### src/rtl/rcs_pkg.sv
// Constants for the runtime configuration and SMBus base register group
package rcs_pkg;
  // ****************************************
  // Register offsets (configuration index)
  // ****************************************
  localparam logic [7:0] RCS_OFS_SMB_HIGH = 8'h60;
  localparam logic [7:0] RCS_OFS_SMB_LOW = 8'h61;
  localparam logic [7:0] RCS_OFS_SLOW_CLK = 8'hf0;
  localparam logic [7:0] RCS_OFS_FLOPPY = 8'hf1;
  // ****************************************
  // Reset values
  // ****************************************
  localparam logic [7:0] RCS_RST_SMB_HIGH = 8'h00;
  localparam logic [7:0] RCS_RST_SMB_LOW = 8'h00;
  localparam logic [7:0] RCS_RST_SLOW_CLK = 8'h00;
  localparam logic [7:0] RCS_RST_FLOPPY = 8'h00;
  // ****************************************
  // Field layouts
  // ****************************************
  localparam int RCS_BIT_CLK_ABSENT = 0;
  localparam int RCS_BIT_KEY_WAKE_DIS = 1;
  localparam logic [7:0] RCS_MASK_SLOW_CLK = 8'h03;
  localparam logic [7:0] RCS_MASK_FLOPPY = 8'h03;
  localparam logic [7:0] RCS_MASK_SMB_HIGH = 8'h0f;
  localparam logic [7:0] RCS_MASK_SMB_LOW = 8'hf8;
  localparam logic [15:0] RCS_SMB_BASE_MIN = 16'h0100;
  localparam logic [15:0] RCS_SMB_BASE_MAX = 16'h0ff8;
  // ****************************************
  // Floppy routing modes
  // ****************************************
  typedef enum logic [1:0] {
    RCS_ROUTE_BY_REG = 2'h0,
    RCS_ROUTE_PIN_D1 = 2'h1,
    RCS_ROUTE_PIN_BOTH = 2'h2,
    RCS_ROUTE_RSVD = 2'h3
  } rcs_route_type;
endpackage : rcs_pkg

### src/rtl/rcs_reg8.sv
// One masked 8-bit configuration register
`timescale 1ns/10ps
module rcs_reg8 #(
  parameter logic [7:0] RESET_VALUE = 8'h00,
  parameter logic [7:0] WRITE_MASK = 8'hff
) (
  input wire logic core_clk,
  input wire logic rst,
  input wire logic wr_en,
  input wire logic [7:0] wr_data,
  output logic [7:0] value
);
  logic [7:0] value_reg;
  logic [7:0] value_next;

  // Unwritable bits stay zero
  assign value_next = wr_en ? (wr_data & WRITE_MASK) : value_reg;
  assign value = value_reg;

  always_ff @(posedge core_clk) begin
    if (rst) begin
      value_reg <= RESET_VALUE & WRITE_MASK;
    end else begin
      value_reg <= value_next;
    end
  end
endmodule : rcs_reg8

### src/rtl/rcs_top.sv
// Runtime configuration and SMBus base register group, device side
// How it works
// Bit 0 of slow clock config: 0 means slow clock present, 1 absent.
// Bit 1 of slow clock config turns key wake logic off; default on.
// Key wake disabled blocks the slow clock to that logic.
// Floppy routing 00: printer port mode bits decide, select pin ignored.
// Routing 01 or 10: low select pin puts floppy on printer port pins.
// Routing 01 with pin active: drive 0 on floppy pins, drive 1 on port.
// Routing 10 with pin active: both drives on port pins; 11 reserved.
// SMBus base from A11..A8 high byte, A7..A3 low; range 0x0100-0x0ff8.
// Reserved and fixed-zero bits read zero; writes to them are ignored.
//
// Decided for this implementation: the strobed register port.
`timescale 1ns/10ps
module rcs_top (
  input wire logic core_clk,
  input wire logic rst,
  input wire logic [7:0] reg_addr,
  input wire logic [7:0] reg_wdata,
  input wire logic reg_wr,
  input wire logic reg_rd,
  output logic [7:0] reg_rdata,
  input wire logic slow_clock_pin,
  input wire logic floppy_routing_select,
  input wire logic pp_mode_floppy_on,
  input wire logic pp_mode_drive1_only,
  output logic key_wake_clock,
  output logic key_wake_enable,
  output logic slow_clock_absent,
  output logic floppy_on_printer_port,
  output logic drive0_on_printer_port,
  output logic drive1_on_printer_port,
  output logic [15:0] smbus_base,
  output logic smbus_base_valid
);
  import rcs_pkg::*;

  // ****************************************
  // Register bus decode
  // ****************************************
  logic sel_smb_high;
  logic sel_smb_low;
  logic sel_slow_clk;
  logic sel_floppy;
  logic [7:0] smb_high_val;
  logic [7:0] smb_low_val;
  logic [7:0] slow_clk_val;
  logic [7:0] floppy_val;
  logic [7:0] rdata_next;
  logic [7:0] rdata_reg;

  assign sel_smb_high = (reg_addr == RCS_OFS_SMB_HIGH);
  assign sel_smb_low = (reg_addr == RCS_OFS_SMB_LOW);
  assign sel_slow_clk = (reg_addr == RCS_OFS_SLOW_CLK);
  assign sel_floppy = (reg_addr == RCS_OFS_FLOPPY);

  // ****************************************
  // Registers
  // ****************************************
  // Write masks keep reserved and fixed bits at zero
  rcs_reg8 #(.RESET_VALUE(RCS_RST_SMB_HIGH), .WRITE_MASK(RCS_MASK_SMB_HIGH)) u_smb_high (
    .core_clk(core_clk),
    .rst(rst),
    .wr_en(reg_wr && sel_smb_high),
    .wr_data(reg_wdata),
    .value(smb_high_val)
  );
  rcs_reg8 #(.RESET_VALUE(RCS_RST_SMB_LOW), .WRITE_MASK(RCS_MASK_SMB_LOW)) u_smb_low (
    .core_clk(core_clk),
    .rst(rst),
    .wr_en(reg_wr && sel_smb_low),
    .wr_data(reg_wdata),
    .value(smb_low_val)
  );
  rcs_reg8 #(.RESET_VALUE(RCS_RST_SLOW_CLK), .WRITE_MASK(RCS_MASK_SLOW_CLK)) u_slow_clk (
    .core_clk(core_clk),
    .rst(rst),
    .wr_en(reg_wr && sel_slow_clk),
    .wr_data(reg_wdata),
    .value(slow_clk_val)
  );
  rcs_reg8 #(.RESET_VALUE(RCS_RST_FLOPPY), .WRITE_MASK(RCS_MASK_FLOPPY)) u_floppy (
    .core_clk(core_clk),
    .rst(rst),
    .wr_en(reg_wr && sel_floppy),
    .wr_data(reg_wdata),
    .value(floppy_val)
  );

  // Unmapped index reads zero
  assign rdata_next = sel_smb_high ? smb_high_val :
                      sel_smb_low ? smb_low_val :
                      sel_slow_clk ? slow_clk_val :
                      sel_floppy ? floppy_val : 8'h00;

  // ****************************************
  // Slow clock and key wake
  // ****************************************
  logic absent_next;
  logic wake_en_next;
  logic wake_clk_next;
  logic absent_reg;
  logic wake_en_reg;
  logic wake_clk_reg;

  assign absent_next = slow_clk_val[RCS_BIT_CLK_ABSENT];
  assign wake_en_next = ~slow_clk_val[RCS_BIT_KEY_WAKE_DIS];
  // Gate off the slow clock when logic is off or clock absent
  assign wake_clk_next = slow_clock_pin & wake_en_next & ~absent_next;

  // ****************************************
  // Floppy routing
  // ****************************************
  rcs_route_type route_mode;
  logic pin_active;
  logic fop_next;
  logic d0_next;
  logic d1_next;
  logic fop_reg;
  logic d0_reg;
  logic d1_reg;

  assign route_mode = rcs_route_type'(floppy_val[1:0]);
  // Select pin is active low: low means floppy on the port
  assign pin_active = ~floppy_routing_select;

  always_comb begin
    fop_next = 1'b0;
    d0_next = 1'b0;
    d1_next = 1'b0;
    unique case (route_mode)
      RCS_ROUTE_BY_REG: begin
        // Printer port mode bits decide, pin ignored
        fop_next = pp_mode_floppy_on;
        d0_next = pp_mode_floppy_on & ~pp_mode_drive1_only;
        d1_next = pp_mode_floppy_on;
      end
      RCS_ROUTE_PIN_D1: begin
        fop_next = pin_active;
        d0_next = 1'b0;
        d1_next = pin_active;
      end
      RCS_ROUTE_PIN_BOTH: begin
        fop_next = pin_active;
        d0_next = pin_active;
        d1_next = pin_active;
      end
      RCS_ROUTE_RSVD: begin
        // Reserved mode leaves the port with the printer
        fop_next = 1'b0;
      end
    endcase
  end

  // ****************************************
  // SMBus base
  // ****************************************
  logic [15:0] base_next;
  logic base_valid_next;
  logic [15:0] base_reg;
  logic base_valid_reg;

  // A11..A8 from high byte, A7..A3 from low byte
  assign base_next = {4'h0, smb_high_val[3:0], smb_low_val[7:3], 3'h0};
  assign base_valid_next = (base_next >= RCS_SMB_BASE_MIN) &&
                           (base_next <= RCS_SMB_BASE_MAX);

  // ****************************************
  // Output flops
  // ****************************************
  // Read data stands in the cycle after each reg_rd cycle, zero otherwise
  always_ff @(posedge core_clk) begin
    if (rst) begin
      rdata_reg <= 8'h00;
    end else begin
      rdata_reg <= reg_rd ? rdata_next : 8'h00;
    end
  end

  always_ff @(posedge core_clk) begin
    if (rst) begin
      absent_reg <= 1'b0;
    end else begin
      absent_reg <= absent_next;
    end
  end

  always_ff @(posedge core_clk) begin
    if (rst) begin
      wake_en_reg <= 1'b0;
    end else begin
      wake_en_reg <= wake_en_next;
    end
  end

  always_ff @(posedge core_clk) begin
    if (rst) begin
      wake_clk_reg <= 1'b0;
    end else begin
      wake_clk_reg <= wake_clk_next;
    end
  end

  always_ff @(posedge core_clk) begin
    if (rst) begin
      fop_reg <= 1'b0;
    end else begin
      fop_reg <= fop_next;
    end
  end

  always_ff @(posedge core_clk) begin
    if (rst) begin
      d0_reg <= 1'b0;
    end else begin
      d0_reg <= d0_next;
    end
  end

  always_ff @(posedge core_clk) begin
    if (rst) begin
      d1_reg <= 1'b0;
    end else begin
      d1_reg <= d1_next;
    end
  end

  always_ff @(posedge core_clk) begin
    if (rst) begin
      base_reg <= 16'h0000;
    end else begin
      base_reg <= base_next;
    end
  end

  always_ff @(posedge core_clk) begin
    if (rst) begin
      base_valid_reg <= 1'b0;
    end else begin
      base_valid_reg <= base_valid_next;
    end
  end

  assign reg_rdata = rdata_reg;
  assign slow_clock_absent = absent_reg;
  assign key_wake_enable = wake_en_reg;
  assign key_wake_clock = wake_clk_reg;
  assign floppy_on_printer_port = fop_reg;
  assign drive0_on_printer_port = d0_reg;
  assign drive1_on_printer_port = d1_reg;
  assign smbus_base = base_reg;
  assign smbus_base_valid = base_valid_reg;
endmodule : rcs_top

### config.mk
export PLATFORM = sky130hd
export DESIGN_NAME = rcs_top
export DESIGN_NICKNAME = d
export VERILOG_FILES = /design/src/rtl/rcs_pkg.sv /design/src/rtl/rcs_reg8.sv /design/src/rtl/rcs_top.sv
export SDC_FILE = /design/constraint.sdc
export NUM_CORES = 1
export LEC_CHECK = 0
export ABC_CLOCK_PERIOD_IN_PS = 1600
export BUFFER_PORTS_ARGS = -buffer_cell sky130_fd_sc_hd__buf_4
export CAP_MARGIN = 0
export CORE_MARGIN = 2
export CORE_UTILIZATION = 43
export DETAILED_ROUTE_END_ITERATION = 6
export MAX_ROUTING_LAYER = met4
export PLACE_DENSITY = 0.74
export SYNTH_ARGS = -nofsm -noshare
export SYNTH_HDL_FRONTEND = slang
export SYNTH_SLANG_ARGS = --single-unit
### constraint.sdc
create_clock -name core_clk -period 1.6 [get_ports core_clk]
set_clock_uncertainty 0.05 [all_clocks]
set_input_delay 0.24 -clock core_clk [delete_from_list [all_inputs] [get_ports core_clk]]
set_output_delay 0.24 -clock core_clk [all_outputs]
set_load 0.1 [all_outputs]
Word level (Yosys, flattened, before mapping)
Cells that the tools add are included.

word-level totals
  bits in registers = 44
  bits in latches = 0
  memory bits (writable) = 0
  ROM bits = 0
  bits of input ports = 24
  output and inout port bits = 31
  logic and storage cells = 48
  memories = 0

cells by class
  $add $sub $neg = 0
  multipliers = 0
  div/mod/pow operators = 0
  order comparisons = 2
  eq/ne operators = 7
  shift operators = 0
  mux-type cells = 7
  bitwise operators = 8
  reductions and logical operators = 9

operators by type and width
  kind                    count
  $eq A8 B7 Y1 const B    2
  $eq A8 B8 Y1 const B    2
  $ge A12 B9 Y1 const B   1
  $le A12 B12 Y1 const B  1
  $mux W8                 1
  $logic_and A1 B1 Y1     5
  $not A1 Y1              5
  $eq A2 B2 Y1 const B    2
  $mux W2                 2
  $mux W4                 1
  $pmux W1 S2             2
  $reduce_or A2 Y1        2
  $and A1 B1 Y1           3
  $pmux W1 S3             1
  $reduce_or A3 Y1        1
  $eq A2 B1 Y1 const B    1
  $logic_not A2 Y1        1

Depth between registers and ports, before layout
  depth after elaboration = 5
  depth in mapped cells = 5
  depth with buffers taken out = 5

Modules after synthesis
From an unflattened synthesis, not the netlist that was laid out.

second synthesis, totals
  cells, all modules = 190
  area, all modules = 1,710.4 µm²

modules (own cells, without submodules)
  module                   instances  cells each  area an instance (µm²)  seq. area each (µm²)
  rcs_top                  1          126         1,097.3                 480.5
  rcs_reg8 (u_floppy ...)  2          13          116.4                   40.0
  rcs_reg8 (u_smb_low)     1          20          206.4                   100.1
  rcs_reg8 (u_smb_high)    1          18          173.9                   80.1

Least setup slack after synthesis
OpenSTA, ideal clock, no wires.

  kind = input to register
  from = input reg_addr[3]
  to = register u_smb_low.value_reg[4], in the netlist u_smb_low.value[4]
  setup time = 0.121 ns
  arrival time = 1.372 ns
  data required time = 1.429 ns
  path slack = 0.057 ns
  stages on the path = 3
  path buffers = 0
  path through = or4b_4 -> nor3_4 -> mux2_2

on the way
  word-level cells in the longest chain between the ends = 2

RTL lines
  item                  line            text
  from (decl)           rcs_top.sv:18   input wire logic [7:0] reg_addr,
  $eq A8 B7 Y1          rcs_top.sv:53   assign sel_smb_low = (reg_addr == RCS_OFS_SMB_LOW);
  $logic_and A1 B1 Y1   rcs_top.sv:71   .wr_en(reg_wr && sel_smb_low),
  to (signal assigned)  rcs_reg8.sv:22  value_reg <= RESET_VALUE & WRITE_MASK;
  to (signal assigned)  rcs_reg8.sv:24  value_reg <= value_next;
  to (decl)             rcs_reg8.sv:13  logic [7:0] value_reg;

No other way between the ends.
A chain may end at the register's enable or synchronous reset.

Worst setup path in the final report
  from = input reg_addr[3]
  to = register u_smb_low.value_reg[7], in the netlist u_smb_low.value[7]

The elaborated chain is that of the path after synthesis.

==> impl_results.md <==
* Syn Inst Count at 136
* Endpoints failing setup at 0
* EDFF count, synth at 0
* Crit Path Category: in2reg
* Simple-gate share of the synthesized area at 26.7%
* Buf/Inv on CP at 1
* CP peak stage delay at around 0.57 ns
* # diodes at 0
* Max Buffers Root-to-Sink at 2
* Reg2reg path depth at 5
* Number of buffers created by CTS at 5
* Clock root buffer: clkbuf_4
* Hold Path Stages at 2
* Largest family of logic cells by synthesized area: simple AND/OR/NAND/NOR gates
* Clock tree sinks at 37
* Worst endpoint required time at 1.78 ns
* Die H at 62.1 um
* Max Slew Vio Count at 0
* DP Cell Count at 233
* Levels on crit path at 4
* Crit path launch type: input pin
* # IOs at 55
* Finished Core Util at 59.9%
* Count of buffers from port buffering at 47
* Crit path max fanout at 5
* Htree depth at 2
* GRT overflow at 0
* HP Class: in2reg
* First-pass GRT wire length at 4830 um
* Synth warn at 0
* CTS tree: built
* Initial Util at 44.3%
* Nets at 221
* Clock-pin slew on the worst setup and hold paths at around 0.10 ns
* Mux share of post-synthesis cell area at 10.1%
* # rows at 21
* Detailed placement HPWL at 2190 um
* Vias in the first global route at around 1100
* Reg area at 741 sq um
* Post-synthesis cell type count at 29
* Worst path cell trace: buf_4 -> or4b_4 -> nor3_4 -> mux2_2
* Post-DP Area at 1880 sq um
* Die W at 62.1 um
* Largest net degree at the start of global routing at 28
* Routed len/inst at 12.0 um
* Post-cts sizing count at 0
* Vias per cell at 4.56
* GPL Wtd Cong at about 0.83
* Arr. time, crit path at 1.58 ns
* Flops & latches, synth at 37
* Final cell count without fillers at 241
* Seq/Total Area, Yosys at between 50% and 60%
* Worst-Skew Late Latency at approximately 0.34 ns
* Max reg flops at 9
* Total wire length at ~2900 um
* CP delay by family, top: simple AND/OR/NAND/NOR gates
* RSZ-0062 raised after global routing: false
* Gr usage total at between 10% and 20%
* Final worst path period share at just under 90%
* Post-CTS Setup Inserts at 0
* Post-route cell area at 1970 sq um
* Critical Path Sink Type: flop
* Compound-cell area share of the yosys netlist at 2.67%
* Most used DFF post-synth: dfxtp_1
* Post-Synth Adder-Cell Area at 2.58%
* Total of max-cap violations at 0
* Max Fclk at 714 MHz
* Die area at 3860 sq um
* Most frequent cells in the layout: buf_4, dfxtp_1, nand2b_1
* Hold Buf Count CTS at 0
* Maximum VDD drop at a little under 0.5 mV
* Commonest non-fill, non-tap cell in the layout: buf_4
* Multi-input logic area at about 640 sq um
* Initial antenna violation count at 0
* Starting DRT DRC Count at 35
* Area Overhead vs Synth at 35.3%
* Post-Syn Area at 1450 sq um
* Asr flop ratio synth at 0%
* WHS at 0.0967 ns
* Drt pass-1 iters at 4
* Slowest-stage cell, CP: or4b_4
* Post-route minimum period at about 1.4 ns
* Hold Fails Final Rpt at 0
* Final Power at roughly 1800 uW
* PwrDens at 933 nW/um^2
* Synth Area in XOR/XNOR at 0%
* Total number of vias at between 1000 and 1500
* Fill cell count at 278
* Leakage at 0.000933 uW
* CORE AREA at 3280 sq um
* # DRC at 0
* Outcome: finished, final reports clean
* Syn_area_per_cell at 10.7 sq um
* Layout cells sized above 1 at 36.4%
* ANT nets after route at 0
-- metrics by stage --
stage | setup slack [ns] | setup TNS [ns]
6_report | 0.200 | 0
5_1_grt | 0.209 | 0
4_1_cts | 0.204 | 0
3_5_place_dp | -0.165 | -0.692
3_3_place_gp | -0.114 | -0.474
2_1_floorplan | 0.0575 | 0
-- synth_stat cells, types with 3 or more instances --
library cell | n | area, sq um
and2_1 | 4 | 25.0
ha_1 | 3 | 37.5
nand4_1 | 4 | 25.0
nor3b_1 | 3 | 22.5
mux2_2 | 5 | 56.3
nor2_1 | 3 | 11.3
nand2b_1 | 13 | 81.3
inv_1 | 9 | 33.8
or3_1 | 3 | 18.8
o21ai_0 | 3 | 15.0
nor2b_1 | 12 | 75.1
buf_4 | 7 | 52.6
dfxtp_1 | 37 | 741
mux2i_1 | 9 | 90.1
-- worst paths after layout --
| kind | start | endpoint | slack (ns) |
|---|---|---|---|
| worst max-delay path | reg_addr[3] | u_smb_low.value[7] | 0.20 |
| worst min-delay path | reg_addr[0] | reg_rdata[2] | 0.1 |
| worst max register to register | u_floppy.value[0] | floppy_on_printer_port | 0.35 |
| worst min register to register | u_smb_low.value[7] | reg_rdata[7] | 0.41 |
-- worst register-to-register path, cell delays in order, from the launching register on --
cell and delay [ns]:
dfxtp_1 0.40, inv_1 0.10, ha_1 0.30, nand2b_1 0.10
o21ai_0 0.07, nor2b_1 0.13
-- per-layer routing --
layer / GRT usage [%] / routed length [um] / part of all wire [%] / up-vias
met5: - / 0 / 0 / -
met4: 8.89 / 85 / 2.9 / 0
met3: 5.62 / 182 / 6.3 / 9
met2: 27.3 / 1370 / 47 / 35
met1: 17.8 / 1260 / 43 / 500
li1: - / - / - / 554
-- cells by family (layout without fill, tap and decap cells) --
| family | count (synthesis) | in the layout |
|---|---|---|
| fa+ha+maj | 3 | 3 |
| flops | 37 | 37 |
| simple gates | 55 | 55 |
| other cells | 1 | 7 |
| compound gates | 7 | 7 |
| mux | 14 | 14 |
| buf+inv | 19 | 72 |
-- power by group --
group	switching, uW	leakage [uW]	internal, uW
logic	168	0.000589	72.4
registers	1.93	0.000299	927
clock network	291	0.0000455	373
-- final cells by class --
class | instances | share of cell area (%)
Sequential cell | 37 | 37.7
Timing Repair Buffer | 55 | 21.0
Multi-Input combinational cell | 86 | 32.4
Clock inverter | 1 | 1.53
Tap cell | 46 | 2.93
Clock buffer | 7 | 2.80
Inverter | 9 | 1.72
No activity file was read; power rests on OpenSTA's default activity.
